### src/mor_cfg.svh
// Constants for the multiply-accumulate overflow and result readout block.
// Notes on behaviour
// - Signed MAC overflows when non-negative addends give a negative sum.
// - Signed MAC overflows when negative addends give a non-negative sum.
// - Accumulated result is kept while the overflow flag is clear.
// - A compute-load MAC that does not overflow clears the overflow flag.
// - Compute-load outside read and MAC modes, or feed-load outside read mode, clears the overflow flag.
// - MAC returns one selected 16-bit half plus condition flags.
// - Accumulated result stays unchanged until a later operation rewrites it.
// - Read mode 0x03 returns bits 15:0, 0x13 bits 31:16, flags zero.
// - Compute-load in read mode never modifies the accumulated result.
// - Signed MAC multiplies two 16-bit operands and adds to 32-bit result.
// - During MAC only overflow may be one; carry, zero, negative stay zero.
// - Mode value low nibble is the operation; bit 4 selects upper half.
`ifndef MOR_CFG_SVH
`define MOR_CFG_SVH

`define MOR_OP_CLEAR   4'h0
`define MOR_OP_LOAD16  4'h1
`define MOR_OP_LOAD32  4'h2
`define MOR_OP_READ    4'h3
`define MOR_OP_SMAC    4'h7
`define MOR_HALF_BIT   4
`define MOR_FLAGS_NONE 4'h0
`define MOR_FLAGS_OVF  4'h4
`define MOR_FLAGS_CZN  4'hb
`define MOR_MODE_RST   5'h00
`define MOR_ACC_RST    32'h0000_0000
`define MOR_SIGN_BIT   31

`endif

### src/mor_pkg.sv
// Types shared by the multiply-accumulate readout block.
package mor_pkg;

    typedef enum logic [1:0]
    {
        MOR_NONE,
        MOR_COPROC_MODE_WRITE,
        MOR_COPROC_COMPUTE_LOAD,
        MOR_COPROC_FEED_LOAD
    } mor_instr_t;

    typedef struct packed
    {
        logic        valid;
        mor_instr_t  instr;
        logic [15:0] opRd;
        logic [15:0] opRs;
    } mor_req_t;

    typedef struct packed
    {
        logic        valid;
        logic [15:0] data;
        logic [3:0]  conditionFlags;
    } mor_resp_t;

endpackage : mor_pkg

### src/mor_mac_unit.sv
// Signed multiply-accumulate datapath with overflow detection.
`timescale 1ns/1ps
`include "mor_cfg.svh"

module mor_mac_unit
(
    input  wire logic [15:0] multA,
    input  wire logic [15:0] multB,
    input  wire logic [31:0] accIn,
    output logic      [31:0] product,
    output logic      [31:0] sum,
    output logic             overflow
);

    logic signed [31:0] extA;
    logic signed [31:0] extB;
    logic               signP;
    logic               signA;
    logic               signS;

    assign extA    = $signed({{16{multA[15]}}, multA});
    assign extB    = $signed({{16{multB[15]}}, multB});
    assign product = 32'(extA * extB);
    assign sum     = 32'(product + accIn);

    assign signP = product[`MOR_SIGN_BIT];
    assign signA = accIn[`MOR_SIGN_BIT];
    assign signS = sum[`MOR_SIGN_BIT];

    // Same-sign addends whose sum flips sign have wrapped.
    assign overflow = (!signP && !signA && signS)
                    || (signP && signA && !signS);

endmodule : mor_mac_unit

### src/mor_mac_readout.sv
// Coprocessor result register, overflow flag and result readout.
`timescale 1ns/1ps
`include "mor_cfg.svh"

module mor_mac_readout
(
    input  wire logic                sys_clk,
    input  wire logic                rst_b,
    input  wire mor_pkg::mor_req_t   req,
    output mor_pkg::mor_resp_t       resp,
    output logic      [31:0]         accValue,
    output logic                     overflowFlag,
    output logic      [4:0]          modeValue
);

    logic [4:0]         mode_q;
    logic [31:0]        acc_q;
    logic               ovf_q;
    mor_pkg::mor_resp_t resp_q;

    logic [3:0]  modeOp;
    logic        halfSel;
    logic        isModeWr;
    logic        isCompute;
    logic        isFeed;
    logic        isMac;
    logic [31:0] macProduct;
    logic [31:0] macSum;
    logic        macOvf;

    assign modeOp    = mode_q[3:0];
    assign halfSel   = mode_q[`MOR_HALF_BIT];
    assign isModeWr  = req.valid
                     && req.instr == mor_pkg::MOR_COPROC_MODE_WRITE;
    assign isCompute = req.valid
                     && req.instr == mor_pkg::MOR_COPROC_COMPUTE_LOAD;
    assign isFeed    = req.valid
                     && req.instr == mor_pkg::MOR_COPROC_FEED_LOAD;
    assign isMac     = isCompute && modeOp == `MOR_OP_SMAC;

    mor_mac_unit u_mac
    (
        .multA    (req.opRd),
        .multB    (req.opRs),
        .accIn    (acc_q),
        .product  (macProduct),
        .sum      (macSum),
        .overflow (macOvf)
    );

    // The mode value arrives on the source operand of a mode write.
    always_ff @(posedge sys_clk)
    begin
        if (!rst_b)
            mode_q <= `MOR_MODE_RST;
        else if (isModeWr)
            mode_q <= req.opRs[4:0];
    end

    // Writing the clear mode zeroes the result register at once.
    always_ff @(posedge sys_clk)
    begin
        if (!rst_b)
            acc_q <= `MOR_ACC_RST;
        else if (isModeWr && req.opRs[3:0] == `MOR_OP_CLEAR)
            acc_q <= `MOR_ACC_RST;
        else if (isFeed && modeOp == `MOR_OP_LOAD16)
            acc_q <= {16'h0000, req.opRs};
        else if (isFeed && modeOp == `MOR_OP_LOAD32)
            acc_q <= {req.opRd, req.opRs};
        else if (isMac)
            acc_q <= macSum;
        // Any other case keeps the value, read mode included.
    end

    always_ff @(posedge sys_clk)
    begin
        if (!rst_b)
            ovf_q <= 1'b0;
        else if (isMac)
            ovf_q <= macOvf;
        else if ((isCompute || isFeed) && modeOp != `MOR_OP_READ)
            ovf_q <= 1'b0;
    end

    // Only one half leaves per compute-load; flags carry overflow alone.
    always_ff @(posedge sys_clk)
    begin
        if (!rst_b)
        begin
            resp_q <= '0;
        end
        else
        begin
            resp_q.valid <= isCompute;
            if (isMac)
            begin
                resp_q.data <= halfSel ? macSum[31:16] : macSum[15:0];
                resp_q.conditionFlags <= macOvf ? `MOR_FLAGS_OVF
                                                : `MOR_FLAGS_NONE;
            end
            else if (isCompute)
            begin
                resp_q.data <= halfSel ? acc_q[31:16] : acc_q[15:0];
                resp_q.conditionFlags <= `MOR_FLAGS_NONE;
            end
        end
    end

    assign resp         = resp_q;
    assign accValue     = acc_q;
    assign overflowFlag = ovf_q;
    assign modeValue    = mode_q;

    // Independent reference for the accumulate path.
    logic signed [31:0] refA;
    logic signed [31:0] refB;
    logic        [31:0] refSum;

    assign refA   = $signed({{16{req.opRd[15]}}, req.opRd});
    assign refB   = $signed({{16{req.opRs[15]}}, req.opRs});
    assign refSum = 32'(acc_q + 32'(refA * refB));
endmodule : mor_mac_readout

### config.mk
export PLATFORM = sky130hd
export DESIGN_NAME = mor_mac_readout
export DESIGN_NICKNAME = d
export VERILOG_FILES = /design/src/mor_pkg.sv /design/src/mor_mac_unit.sv /design/src/mor_mac_readout.sv
export VERILOG_INCLUDE_DIRS = /design/src /design/src/src
export SDC_FILE = /design/constraint.sdc
export NUM_CORES = 1
export LEC_CHECK = 0
export BUFFER_PORTS_ARGS = -buffer_cell sky130_fd_sc_hd__buf_2
export CAP_MARGIN = 5
export CORE_MARGIN = 2
export CORE_UTILIZATION = 40
export CTS_BUF_LIST = sky130_fd_sc_hd__clkbuf_8
export DETAILED_ROUTE_END_ITERATION = 12
export SYNTH_ARGS = -nofsm -noshare
export SYNTH_HDL_FRONTEND = slang
export SYNTH_SLANG_ARGS = --single-unit
### constraint.sdc
create_clock -name sys_clk -period 17.24 [get_ports sys_clk]
set_clock_uncertainty 0.1 [all_clocks]
set_input_delay 0.862 -clock sys_clk [delete_from_list [all_inputs] [get_ports sys_clk]]
set_output_delay 0.862 -clock sys_clk [all_outputs]
set_load 0.02 [all_outputs]
# [Word level (Yosys, flattened, before mapping)]
# Index checks and enable logic that the tools add are counted.
[totals] elab_cells=51 input_bits=37 output_inout_bits=59 ff_bits=59
[classes] reduce_logical=24 bitwise_logic=1 n_mul=1 addsub=1 n_mux=10 n_eq_ne=7
[ops] operator="32-bit two-way mux" n=2
[ops] operator="16-bit two-way mux" n=3
[ops] operator="20-bit two-way mux" n=2
[ops] operator="32-bit adder" n=1
[ops] operator="16-bit by 16-bit multiplier with 32-bit output" n=1
[ops] operator="1-bit logical AND" n=12
[ops] operator="2-bit nonzero test" n=3
[ops] operator="2-bit equality test (second input constant)" n=2
[ops] operator="4-bit by 1-bit equality test with 1-bit output (second input constant)" n=1
[ops] operator="4-bit by 2-bit equality test with 1-bit output (second input constant)" n=1
[ops] operator="4-bit by 3-bit equality test with 1-bit output (second input constant)" n=1
[ops] operator="4-bit zero test" n=1
[ops] operator="4-bit by 2-bit != test with 1-bit output (second input constant)" n=1
[ops] operator="1-bit zero test" n=3
[ops] operator="3-bit two-way mux" n=1
[ops] operator="3-bit nonzero test" n=1
[ops] operator="3-bit OR reduction" n=1
[ops] operator="2-bit by 1-bit equality test with 1-bit output (second input constant)" n=1
[ops] operator="1-bit logical OR" n=2
[ops] operator="1-bit two-way mux" n=2
[ops] operator="2-bit OR reduction" n=1
[ops] operator="1-bit NOT" n=1

# [Logic depth before layout (Yosys ltp)]
# Gate-level depths: netlist of run 1.
[logic_depth] word_depth=7 ltp_mapped=36

# [Cells and area by module]
# A second synthesis of run 1 with hierarchy kept.
[hier_totals] cells_unflattened=1616 hier_area_um2=14342.5
[by_module_without_submodules] mod="mor_mac_unit" area_per_inst_um2=11586.1 n_inst=1 cells_each=1327
[by_module_without_submodules] mod="mor_mac_readout" area_per_inst_um2=2756.4 n_inst=1 cells_each=289

# [Worst setup path after synthesis of run 1]
# OpenSTA, ideal clock, no wires.
[synth_path] kind="input-to-reg" from="input port req[1] (netlist bit)" to="register ovf_q, in the netlist overflowFlag" slack_ns=8.931 path_buffers=3 t_arrival_ns=8.082 t_required_ns=17.012 cell_stages=31 path_cell_list="clkbuf_1 -> clkbuf_1 -> nand2_1 -> fa_1 -> fa_1 -> inv_1 -> fa_1 -> fa_1 -> fa_1 -> inv_1 -> fa_1 -> inv_1 -> ha_1 -> nand3_1 -> a311oi_1 -> or3_1 -> and2_1 -> o21ai_0 -> nand2b_1 -> xor2_1 -> ha_1 -> clkbuf_1 -> and4_1 -> a221oi_1 -> o211ai_1 -> a31oi_1 -> o31a_1 -> or4b_1 -> nand4_1 -> mux2i_1 -> o21ai_0"
[synth_via] elab_chain_cells=6 elab_cells_between_ends=10 classes_between="add/sub (1); mul (1); mux (1); reduce/logical (7)"
[synth_rtl] element="start, declared" line="mor_mac_readout.sv:9" source="input wire mor_pkg::mor_req_t req,"
[synth_rtl] element="16-bit by 16-bit multiplier with 32-bit output *"
[synth_rtl] element="32-bit adder or 1-bit zero test (tied branches)"
[synth_rtl] element="1-bit zero test or 1-bit logical AND (tied branches)" line="mor_mac_unit.sv:32, mor_mac_unit.sv:31"
[synth_rtl] element="1-bit logical AND, on equally long branches" line="mor_mac_unit.sv:32, mor_mac_unit.sv:31"
[synth_rtl] element="1-bit logical OR *" line="mor_mac_unit.sv:32" source="|| (signP && signA && !signS);"
[synth_rtl] element="1-bit two-way mux *" line="mor_mac_readout.sv:80" source="else if (isMac)"
[synth_rtl] element="end signal, assigned" line="mor_mac_readout.sv:81" source="ovf_q <= macOvf;"
[synth_rtl] element="end, declared" line="mor_mac_readout.sv:18" source="logic ovf_q;"
# Mark *: on every way between the ends. The rest lies on a longest branch, timed or not.
# A chain may end at the register's enable or synchronous reset.

# [Worst setup path in the final report of run 1]
[layout_path] from="input port req[27] (netlist bit)" to="register ovf_q, in the netlist overflowFlag"
# The elaborated chain is that of the path after synthesis.

==> results of run 1 <==
==> metrics by stage <==
step | cells | area (µm²)
2_1_floorplan | 1605 | 13900
3_3_place_gp | 2093 | 14800
3_5_place_dp | 2093 | 14800
4_1_cts | 2100 | 14800
5_1_grt | 2100 | 14800
6_report | 2101 | 14800
==> final timing paths <==
path,slack [ps],start,cells past startpoint,end
hold / removal,390,resp[2]$_SDFFE_PN0P_,2,resp[2]$_SDFFE_PN0P_
setup / recovery,8480,req[27],29,overflowFlag$_SDFFE_PN0P_
hold reg to reg,390,resp[2]$_SDFFE_PN0P_,2,resp[2]$_SDFFE_PN0P_
setup reg to reg,13480,accValue[6]$_SDFFE_PP0P_,11,accValue[30]$_SDFFE_PP0P_
==> synth_stat cells, drive strengths merged (3+ instances only) <==
| master | number |
|---|---|
| a21o | 23 |
| and2 | 125 |
| or3 | 3 |
| nor3 | 9 |
| o221ai | 8 |
| nand3b | 3 |
| nand3 | 17 |
| a211oi | 6 |
| o21bai | 11 |
| a21oi | 83 |
| a22oi | 29 |
| nor2b | 11 |
| nand2 | 180 |
| ha | 116 |
| a31oi | 15 |
| inv | 303 |
| fa | 263 |
| nor3b | 4 |
| buf | 9 |
| nand4 | 5 |
| o22ai | 5 |
| o21ai | 39 |
| a31o | 4 |
| a221oi | 8 |
| and3 | 5 |
| nand2b | 18 |
| dfxtp | 56 |
| a21boi | 3 |
| xor2 | 17 |
| o21a | 6 |
| mux2i | 29 |
| o211ai | 4 |
| mux2 | 3 |
| xnor2 | 41 |
| nor2 | 69 |
| clkbuf | 58 |
==> kinds of logic after synthesis <==
group	after synthesis
DFF	56
buffers and inverters	370
muxes	32
adders and majority gates	379
xor gates and xnor gates	58
other	1
and+or+nand+nor	454
AOI/OAI and AO/OA	253
==> state kept, by name (all words and copies together), names as in the netlist <==
register and cells:
accValue 32, modeValue 5, overflowFlag 1, resp 18
==> metal layers <==
metal | vias up | track usage | part of all wire
li1 | 5126 | - | -
met1 | 5720 | 0.329 | 0.45
met2 | 343 | 0.371 | 0.47
met3 | 50 | 0.0254 | 0.060
met4 | 0 | 0.0480 | 0.020
met5 | - | 0 | 0
==> worst max-delay path, delay by kind of cell <==
kind / cells / cell delay, ps
compound gates: 7 / 1560
fa+ha+maj: 8 / 3780
mux: 1 / 260
xor+xnor: 1 / 300
simple gates: 8 / 1540
buf+inv: 4 / 540
==> layout make-up <==
type / instances / area (µm²) / area share
Multi-Input combinational cell: 1179 / 11400 / 0.769
Inverter: 303 / 1140 / 0.0767
Sequential cell: 56 / 1120 / 0.0756
Tap cell: 455 / 569 / 0.0384
Timing Repair Buffer: 100 / 520 / 0.0351
Clock buffer: 5 / 68.8 / 0.00464
Clock inverter: 2 / 8.76 / 0.000590
Antenna cell: 1 / 2.50 / 0.000169
==> results.txt, run 1 <==
Sum Neg Setup Slack: 0 ps
Synth Area in Simple Gates: 0.159
Warnings from Yosys: 0
RSZ-0062 raised after global routing: false
Class of the worst hold path: reg -> reg
Critical Path RT: 17340 ps
Gr ovfl total: 0
Die width: 191 µm
DR vias: 11200
Crit Path Category: in -> reg
Root Driver: clkbuf_8
Worst skew pair latency: 330 ps
Post-Syn Area: 0.0139 mm²
Hold-fix buffers, CTS: 0
Main combinational cell family by area after synthesis: adder cells
Top FF cell, synth: dfxtp_1
Antenna-violating nets left: 0
Crit path DAT: 8860 ps
1st-pass router iterations: 6
DR iter-0 viols: 692
Vias per cell: 5.35
Routed length per instance: 18.8 µm
Setup violators final: 0
Worst path slowest cell: fa_1
Synth-to-layout area growth: 6.61%
Nets: 2061
Final WS setup: 8480 ps
Largest net degree at the start of global routing: 43
Cell taking the most area after synthesis: fa_1
H-tree depth: 2
Crit-path max cell delay: 540 ps
Max_slew headroom: 0.295
Synth Area in Compound Gates: 0.117
Starting Density: 0.405
Clk sinks: 56
Num ports: 96
Max-slew violation count: 0
Bufs on Longest Clock Path: 2
Crit. End Element: flip-flop
Final hold viol count: 0
Synth top area share: 0.378
CTS clk-pin slew, worst paths: 110 ps
Most frequent cells in the layout: 304 x inv_1, 263 x fa_1, 180 x nand2_1
Gpl congestion: 0.946
Post-synth EDFFs: 0
# port buffers: 92
CTS resizes: 0
Startpoint types: input port
Pre-CTS WS: 8150 ps
Top post-synthesis cells by area: fa_1 38%, ha_1 10%, inv_1 8.2%, dfxtp_1 8.1%, and2_1 5.6%
Critical Path Most Common Cell: fa_1
Crit path time final: 8760 ps
Cts bufs inserted: 5
Tot GR Track Use: 0.228
Most common cell after layout, fill and taps aside: inv_1
Adder-cell area share of the yosys netlist: 0.483
Yosys reg bits: 56
Crit Path Max Fanout: 18
# Post-CTS Setup Buffers: 0
TritonCTS clock tree: done
Post-layout util: 0.432
Total wire length: 39500 µm
Fin crit share: 0.508
Initial antenna violation count: 1
DRC: 0
Core Rows: 68
Max Freq: 114 MHz
Die area: 0.0363 mm²
Vias in the first global route: 11700
Core ar.: 0.0344 mm²
Worst Hold Slack: 393 ps
Outcome: completed
DIE HEIGHT: 191 µm
Number of distinct library cells after synthesis: 56
Worst slew pin tran: 1050 ps
Mux contribution to synthesized area: 0.0233
Synth Area in XOR/XNOR: 0.0365
Synth Area per Inst: 8.68 µm²
Filler cells: 3477
Asr flop ratio synth: 0
Seq/Total Area, Yosys: 0.0806
DP HPWL: 31200 µm
Max cap viols: 0
Cell count after synthesis: 1603
Global-route wire length before repair: 64400 µm
Layout cells sized above 1: 0.0742
Power of run 1 is not shown: default switching activity piles up to over one toggle a cycle in this logic, so the estimate is an artifact.
==> run 2, diff against run 1 <==
==> constraint.sdc (replaced) <==
create_clock -name sys_clk -period 7.15 [get_ports sys_clk]
set_clock_uncertainty 0.1 [all_clocks]
set_input_delay 0.3575 -clock sys_clk [delete_from_list [all_inputs] [get_ports sys_clk]]
set_output_delay 0.3575 -clock sys_clk [all_outputs]
set_load 0.02 [all_outputs]
==> run 2 against run 1 <==
Against the previous run:
- the flow now finishes with violations (negative setup slack)
- first-iteration DRC count grew 1.7%
- via count is 6.4% higher
- flip-flop and latch count stayed put
- final area is 17% higher
- highest routed layer unchanged
- critical endpoint is now resp[2]$_SDFFE_PN0P_
==> results.txt, run 2 (synthesis results as in run 1) <==
Outcome: complete, but fails checks (was completed)
Failing checks: negative setup slack
Setup violators final: 6 (was 0)
Critical Path RT: 7240 ps (was 17340 ps)
Routed length per instance: 17.7 µm (was 18.8 µm)
Crit. End Element: flip-flop (unchanged)
Layout cells sized above 1: 0.233 (was 0.0742)
Root Driver: clkbuf_8 (unchanged)
TritonCTS clock tree: done (unchanged)
# port buffers: 92 (unchanged)
Gpl congestion: 0.949 (was 0.946)
Crit path DAT: 7360 ps (was 8860 ps)
Gr ovfl total: 0 (unchanged)
Crit path time final: 7270 ps
Filler cells: 3236 (was 3477)
Largest net degree at the start of global routing: 51 (was 43)
Most frequent cells in the layout: 291 x inv_1, 258 x fa_1, 218 x buf_4 (was 304 x inv_1, 263 x fa_1, 180 x nand2_1)
Tot GR Track Use: 0.232 (was 0.228)
Total wire length: 41000 µm (was 39500 µm)
Area occupied by multi-input gates: 0.0120 mm² (was 0.0114 mm²)
Worst slew pin tran: 1330 ps (was 1050 ps)
Core Rows: 68 (unchanged)
Antenna-violating nets left: 0 (unchanged)
H-tree depth: 2 (unchanged)
Nets: 2280 (was 2061)
Pre-CTS WS: -682 ps (was 8150 ps)
DR vias: 12000 (was 11200)
# placed instances: 2293 (was 2093)
Post-layout util: 0.505 (was 0.432)
Final hold viol count: 0 (unchanged)
N_diodes: 0 (was 1)
Starting Density: 0.405 (unchanged)
Most common cell after layout, fill and taps aside: inv_1 (unchanged)
Bufs on Longest Clock Path: 2 (unchanged)
Clk sinks: 56 (unchanged)
Startpoint types: input port (unchanged)
1st-pass router iterations: 8 (was 6)
Max Freq: 137 MHz
Hold-fix buffers, CTS: 0 (unchanged)
Max_slew headroom: 0.108 (was 0.295)
DRC: 0 (unchanged)
Fin crit share: 1.02
Largest register FFs: 32 (unchanged)
Die area: 0.0363 mm² (unchanged)
DR iter-0 viols: 704 (was 692)
Cts bufs inserted: 5 (unchanged)
Max cap viols: 0 (unchanged)
DP HPWL: 34600 µm (was 31200 µm)
DIE HEIGHT: 191 µm (unchanged)
Class of the worst hold path: reg -> reg (unchanged)
Max-slew violation count: 0 (unchanged)
Final WS setup: -123 ps (was 8480 ps)
Synth-to-layout area growth: 24.8% (was 6.61%)
Die width: 191 µm (unchanged)
Fin cells: 2320 (was 2101)
RSZ-0062 raised after global routing: true (was false)
Global-route wire length before repair: 66300 µm (was 64400 µm)
Worst Hold Slack: 380 ps (was 393 ps)
Crit Path Max Fanout: 8 (was 18)
Core ar.: 0.0344 mm² (unchanged)
CTS clk-pin slew, worst paths: 100 ps (was 110 ps)
Vias in the first global route: 12400 (was 11700)
Initial antenna violation count: 0 (was 1)
Crit Path Category: in -> reg (unchanged)
Vias per cell: 5.15 (was 5.35)
Register area: 0.00112 mm² (unchanged)
Worst skew pair latency: 310 ps (was 330 ps)
Num ports: 96 (unchanged)
[run 2: path summary, 6_finish.rpt]
check                      startpoint                         to  slack, ps  cells after the start
max                            req[4]       resp[2]$_SDFFE_PN0P_       -120                     25
min              resp[2]$_SDFFE_PN0P_       resp[2]$_SDFFE_PN0P_        380                      2
max reg2reg  accValue[6]$_SDFFE_PP0P_  accValue[30]$_SDFFE_PP0P_       3760                     12
min reg2reg      resp[2]$_SDFFE_PN0P_       resp[2]$_SDFFE_PN0P_        380                      2
[run 2: critical path, stage by stage]
cell and delay [ps]:
buf_12 110, and2_4 150, fa_1 540, inv_2 40, fa_1 540, fa_1 450
fa_1 550, inv_1 60, fa_1 460, fa_1 540, ha_4 220, a21oi_2 150
nor2_2 50, or3_4 380, a21o_1 210, or4b_4 560, a211oi_4 280, o21bai_1 120
a21oi_2 160, xnor2_1 90, ha_1 330, or4b_1 500, nand4_1 130, mux2i_1 260
o22ai_1 90
[run 2: timing repair]
action                     4_1_cts  5_1_grt
setup endpoints to repair       23       28
gates resized for setup         55      119
pin swaps                       39       62
gates cloned                     0        1
setup buffers                    8       10
[run 2: cell type report]
cell class | count | area share
well taps | 455 | 0.0328
clock inverters | 2 | 0.000432
flip-flops and latches | 56 | 0.0646
repair buffers | 319 | 0.142
multi-input cells | 1179 | 0.689
clock buffers | 6 | 0.00476
inverters | 303 | 0.0660
[run 2: metal layers]
| layer | vias to the layer above | part of all wire | track usage |
|---|---|---|---|
| met5 | - | 0 | 0 |
| met4 | 0 | 0.019 | 0.0486 |
| met3 | 51 | 0.072 | 0.0405 |
| met2 | 368 | 0.48 | 0.383 |
| met1 | 5976 | 0.43 | 0.321 |
| li1 | 5560 | - | - |
[run 2: stage by stage]
stage / TNS, ps / cell area [µm²]
6_report: -413 / 17400
5_1_grt: -3940 / 17400
4_1_cts: -146 / 16800
3_5_place_dp: -13160 / 16500
3_3_place_gp: -10920 / 16500
2_1_floorplan: -258 / 14200
Power of run 2 is left out for the same reason.
==> run 3, diff against run 2 <==
==> constraint.sdc (replaced) <==
create_clock -name sys_clk -period 7.8 [get_ports sys_clk]
set_clock_uncertainty 0.1 [all_clocks]
set_input_delay 0.39 -clock sys_clk [delete_from_list [all_inputs] [get_ports sys_clk]]
set_output_delay 0.39 -clock sys_clk [all_outputs]
set_load 0.02 [all_outputs]
==> run 3 against run 2 <==
Against the previous run:
- the flow now finishes without violations
- via count is 2.1% lower
- die area did not move
- global-route usage fell by 0.25 points
- sequential share of layout area increased by 0.46 points
- utilization shrank 3.4 points
- cell count is 2.5% lower
- critical endpoint unchanged
- highest routed layer unchanged
==> results.txt, run 3 (synthesis results as in run 1) <==
Core ar.: 0.0344 mm² (unchanged)
TritonCTS clock tree: done (unchanged)
Worst skew pair latency: 330 ps (was 310 ps)
DR vias: 11700 (was 12000)
# port buffers: 92 (unchanged)
Synth-to-layout area growth: 16.4% (was 24.8%)
Nets: 2221 (was 2280)
Setup violators final: 0 (was 6)
Worst Hold Slack: 384 ps (was 380 ps)
Vias in the first global route: 12100 (was 12400)
Final WS setup: 241 ps (was -123 ps)
Starting Density: 0.405 (unchanged)
Clk sinks: 56 (unchanged)
DP HPWL: 34600 µm (about the same)
Cts bufs inserted: 5 (unchanged)
Crit-path max cell delay: 550 ps (was 560 ps)
Routed length per instance: 17.7 µm (about the same)
Sum Neg Setup Slack: 0 ps (was -413 ps)
Hold-fix buffers, CTS: 0 (unchanged)
Crit. End Element: flip-flop (unchanged)
DR iter-0 viols: 684 (was 704)
Bufs on Longest Clock Path: 2 (unchanged)
Outcome: completed (was complete, but fails checks)
Startpoint types: input port (unchanged)
Vias per cell: 5.17 (was 5.15)
Design area: 0.0162 mm² (was 0.0174 mm²)
Max Freq: 132 MHz
Worst slew pin tran: 1050 ps (was 1330 ps)
Gr ovfl total: 0 (unchanged)
Global-route wire length before repair: 65000 µm (was 66300 µm)
Die width: 191 µm (unchanged)
Largest register FFs: 32 (unchanged)
Crit Path Category: in -> reg (unchanged)
Most frequent cells in the layout: 301 x inv_1, 262 x fa_1, 179 x nand2_1 (was 291 x inv_1, 258 x fa_1, 218 x buf_4)
Filler cells: 3428 (was 3236)
Initial antenna violation count: 2 (was 0)
Pre-CTS WS: -140 ps (was -682 ps)
Most common cell after layout, fill and taps aside: inv_1 (unchanged)
Area occupied by multi-input gates: 0.0115 mm² (was 0.0120 mm²)
Antenna-violating nets left: 0 (unchanged)
1st-pass router iterations: 5 (was 8)
Critical Path RT: 7910 ps (was 7240 ps)
Placed cell areas: 0.0160 mm² (was 0.0165 mm²)
Root Driver: clkbuf_8 (unchanged)
Fin crit share: 0.969
Final hold viol count: 0 (unchanged)
Worst path slowest cell: fa_1 (was or4b_4)
DRC: 0 (unchanged)
Largest net degree at the start of global routing: 51 (unchanged)
Gpl congestion: 0.912 (was 0.949)
Tot GR Track Use: 0.230 (was 0.232)
Core Rows: 68 (unchanged)
Max cap viols: 0 (unchanged)
Crit path DAT: 7670 ps (was 7360 ps)
DIE HEIGHT: 191 µm (unchanged)
Total wire length: 40100 µm (was 41000 µm)
H-tree depth: 2 (unchanged)
CTS clk-pin slew, worst paths: 110 ps (was 100 ps)
Register area: 0.00112 mm² (unchanged)
Max-slew violation count: 0 (unchanged)
Class of the worst hold path: reg -> reg (unchanged)
Crit Path Max Fanout: 8 (unchanged)
Crit path time final: 7560 ps
Layout cells sized above 1: 0.167 (was 0.233)
Max_slew headroom: 0.299 (was 0.108)
Num ports: 96 (unchanged)
Die area: 0.0363 mm² (unchanged)
Critical Path Most Common Cell: fa_1 (unchanged)
==> run 3: cell types whose count changed in the layout (fill, tap and decap cells not counted), sizes merged <==
cell,previous run,this run
buf,316,257
bufinv,0,2
inv,304,303
clkbuf,9,8
diode,0,1
==> run 3: worst paths after layout <==
check | from | endpoint | slack (ps) | depth (start not counted)
hold reg to reg | resp[2]$_SDFFE_PN0P_ | resp[2]$_SDFFE_PN0P_ | 380 | 2
setup / recovery | req[4] | resp[2]$_SDFFE_PN0P_ | 240 | 31
setup reg to reg | accValue[6]$_SDFFE_PP0P_ | resp[16]$_SDFFE_PN0P_ | 4260 | 12
hold / removal | resp[2]$_SDFFE_PN0P_ | resp[2]$_SDFFE_PN0P_ | 380 | 2
==> run 3: metal layers <==
layer | vias up | global-route usage | wire length, µm
li1 | 5441 | - | -
met1 | 5851 | 0.334 | 17900
met2 | 364 | 0.368 | 18600
met3 | 49 | 0.0300 | 2790
met4 | 0 | 0.0444 | 821
met5 | - | 0 | 0
==> run 3: stage by stage <==
step,utilization,instances
5_1_grt,0.471,2261
3_3_place_gp,0.464,2250
2_1_floorplan,-,1605
6_report,0.471,2262
4_1_cts,0.468,2258
3_5_place_dp,0.464,2250
==> run 3: critical path, delay by kind of cell <==
family / cells / cell delay, ps
mux: 1 / 270
fa+ha+maj: 8 / 3630
buf+inv: 6 / 530
xor+xnor: 1 / 180
compound gates: 7 / 890
simple gates: 8 / 1780
==> run 3: area by class of cell <==
type	instances	share of cell area
antenna	1	0.000154
clock buffer	5	0.00425
clock inverter	3	0.00425
inverter	303	0.0704
multi-input combinational	1179	0.708
sequential	56	0.0693
tap	455	0.0351
timing repair buffer	260	0.109
==> run 3: timing repair <==
action | CTS | global route
resized for setup | 0 | 29
setup endpoints to repair | 0 | 18
endpoints found under the hold margin | 0 | 0
buffers inserted | 0 | 3
Power of run 3 is left out for the same reason.
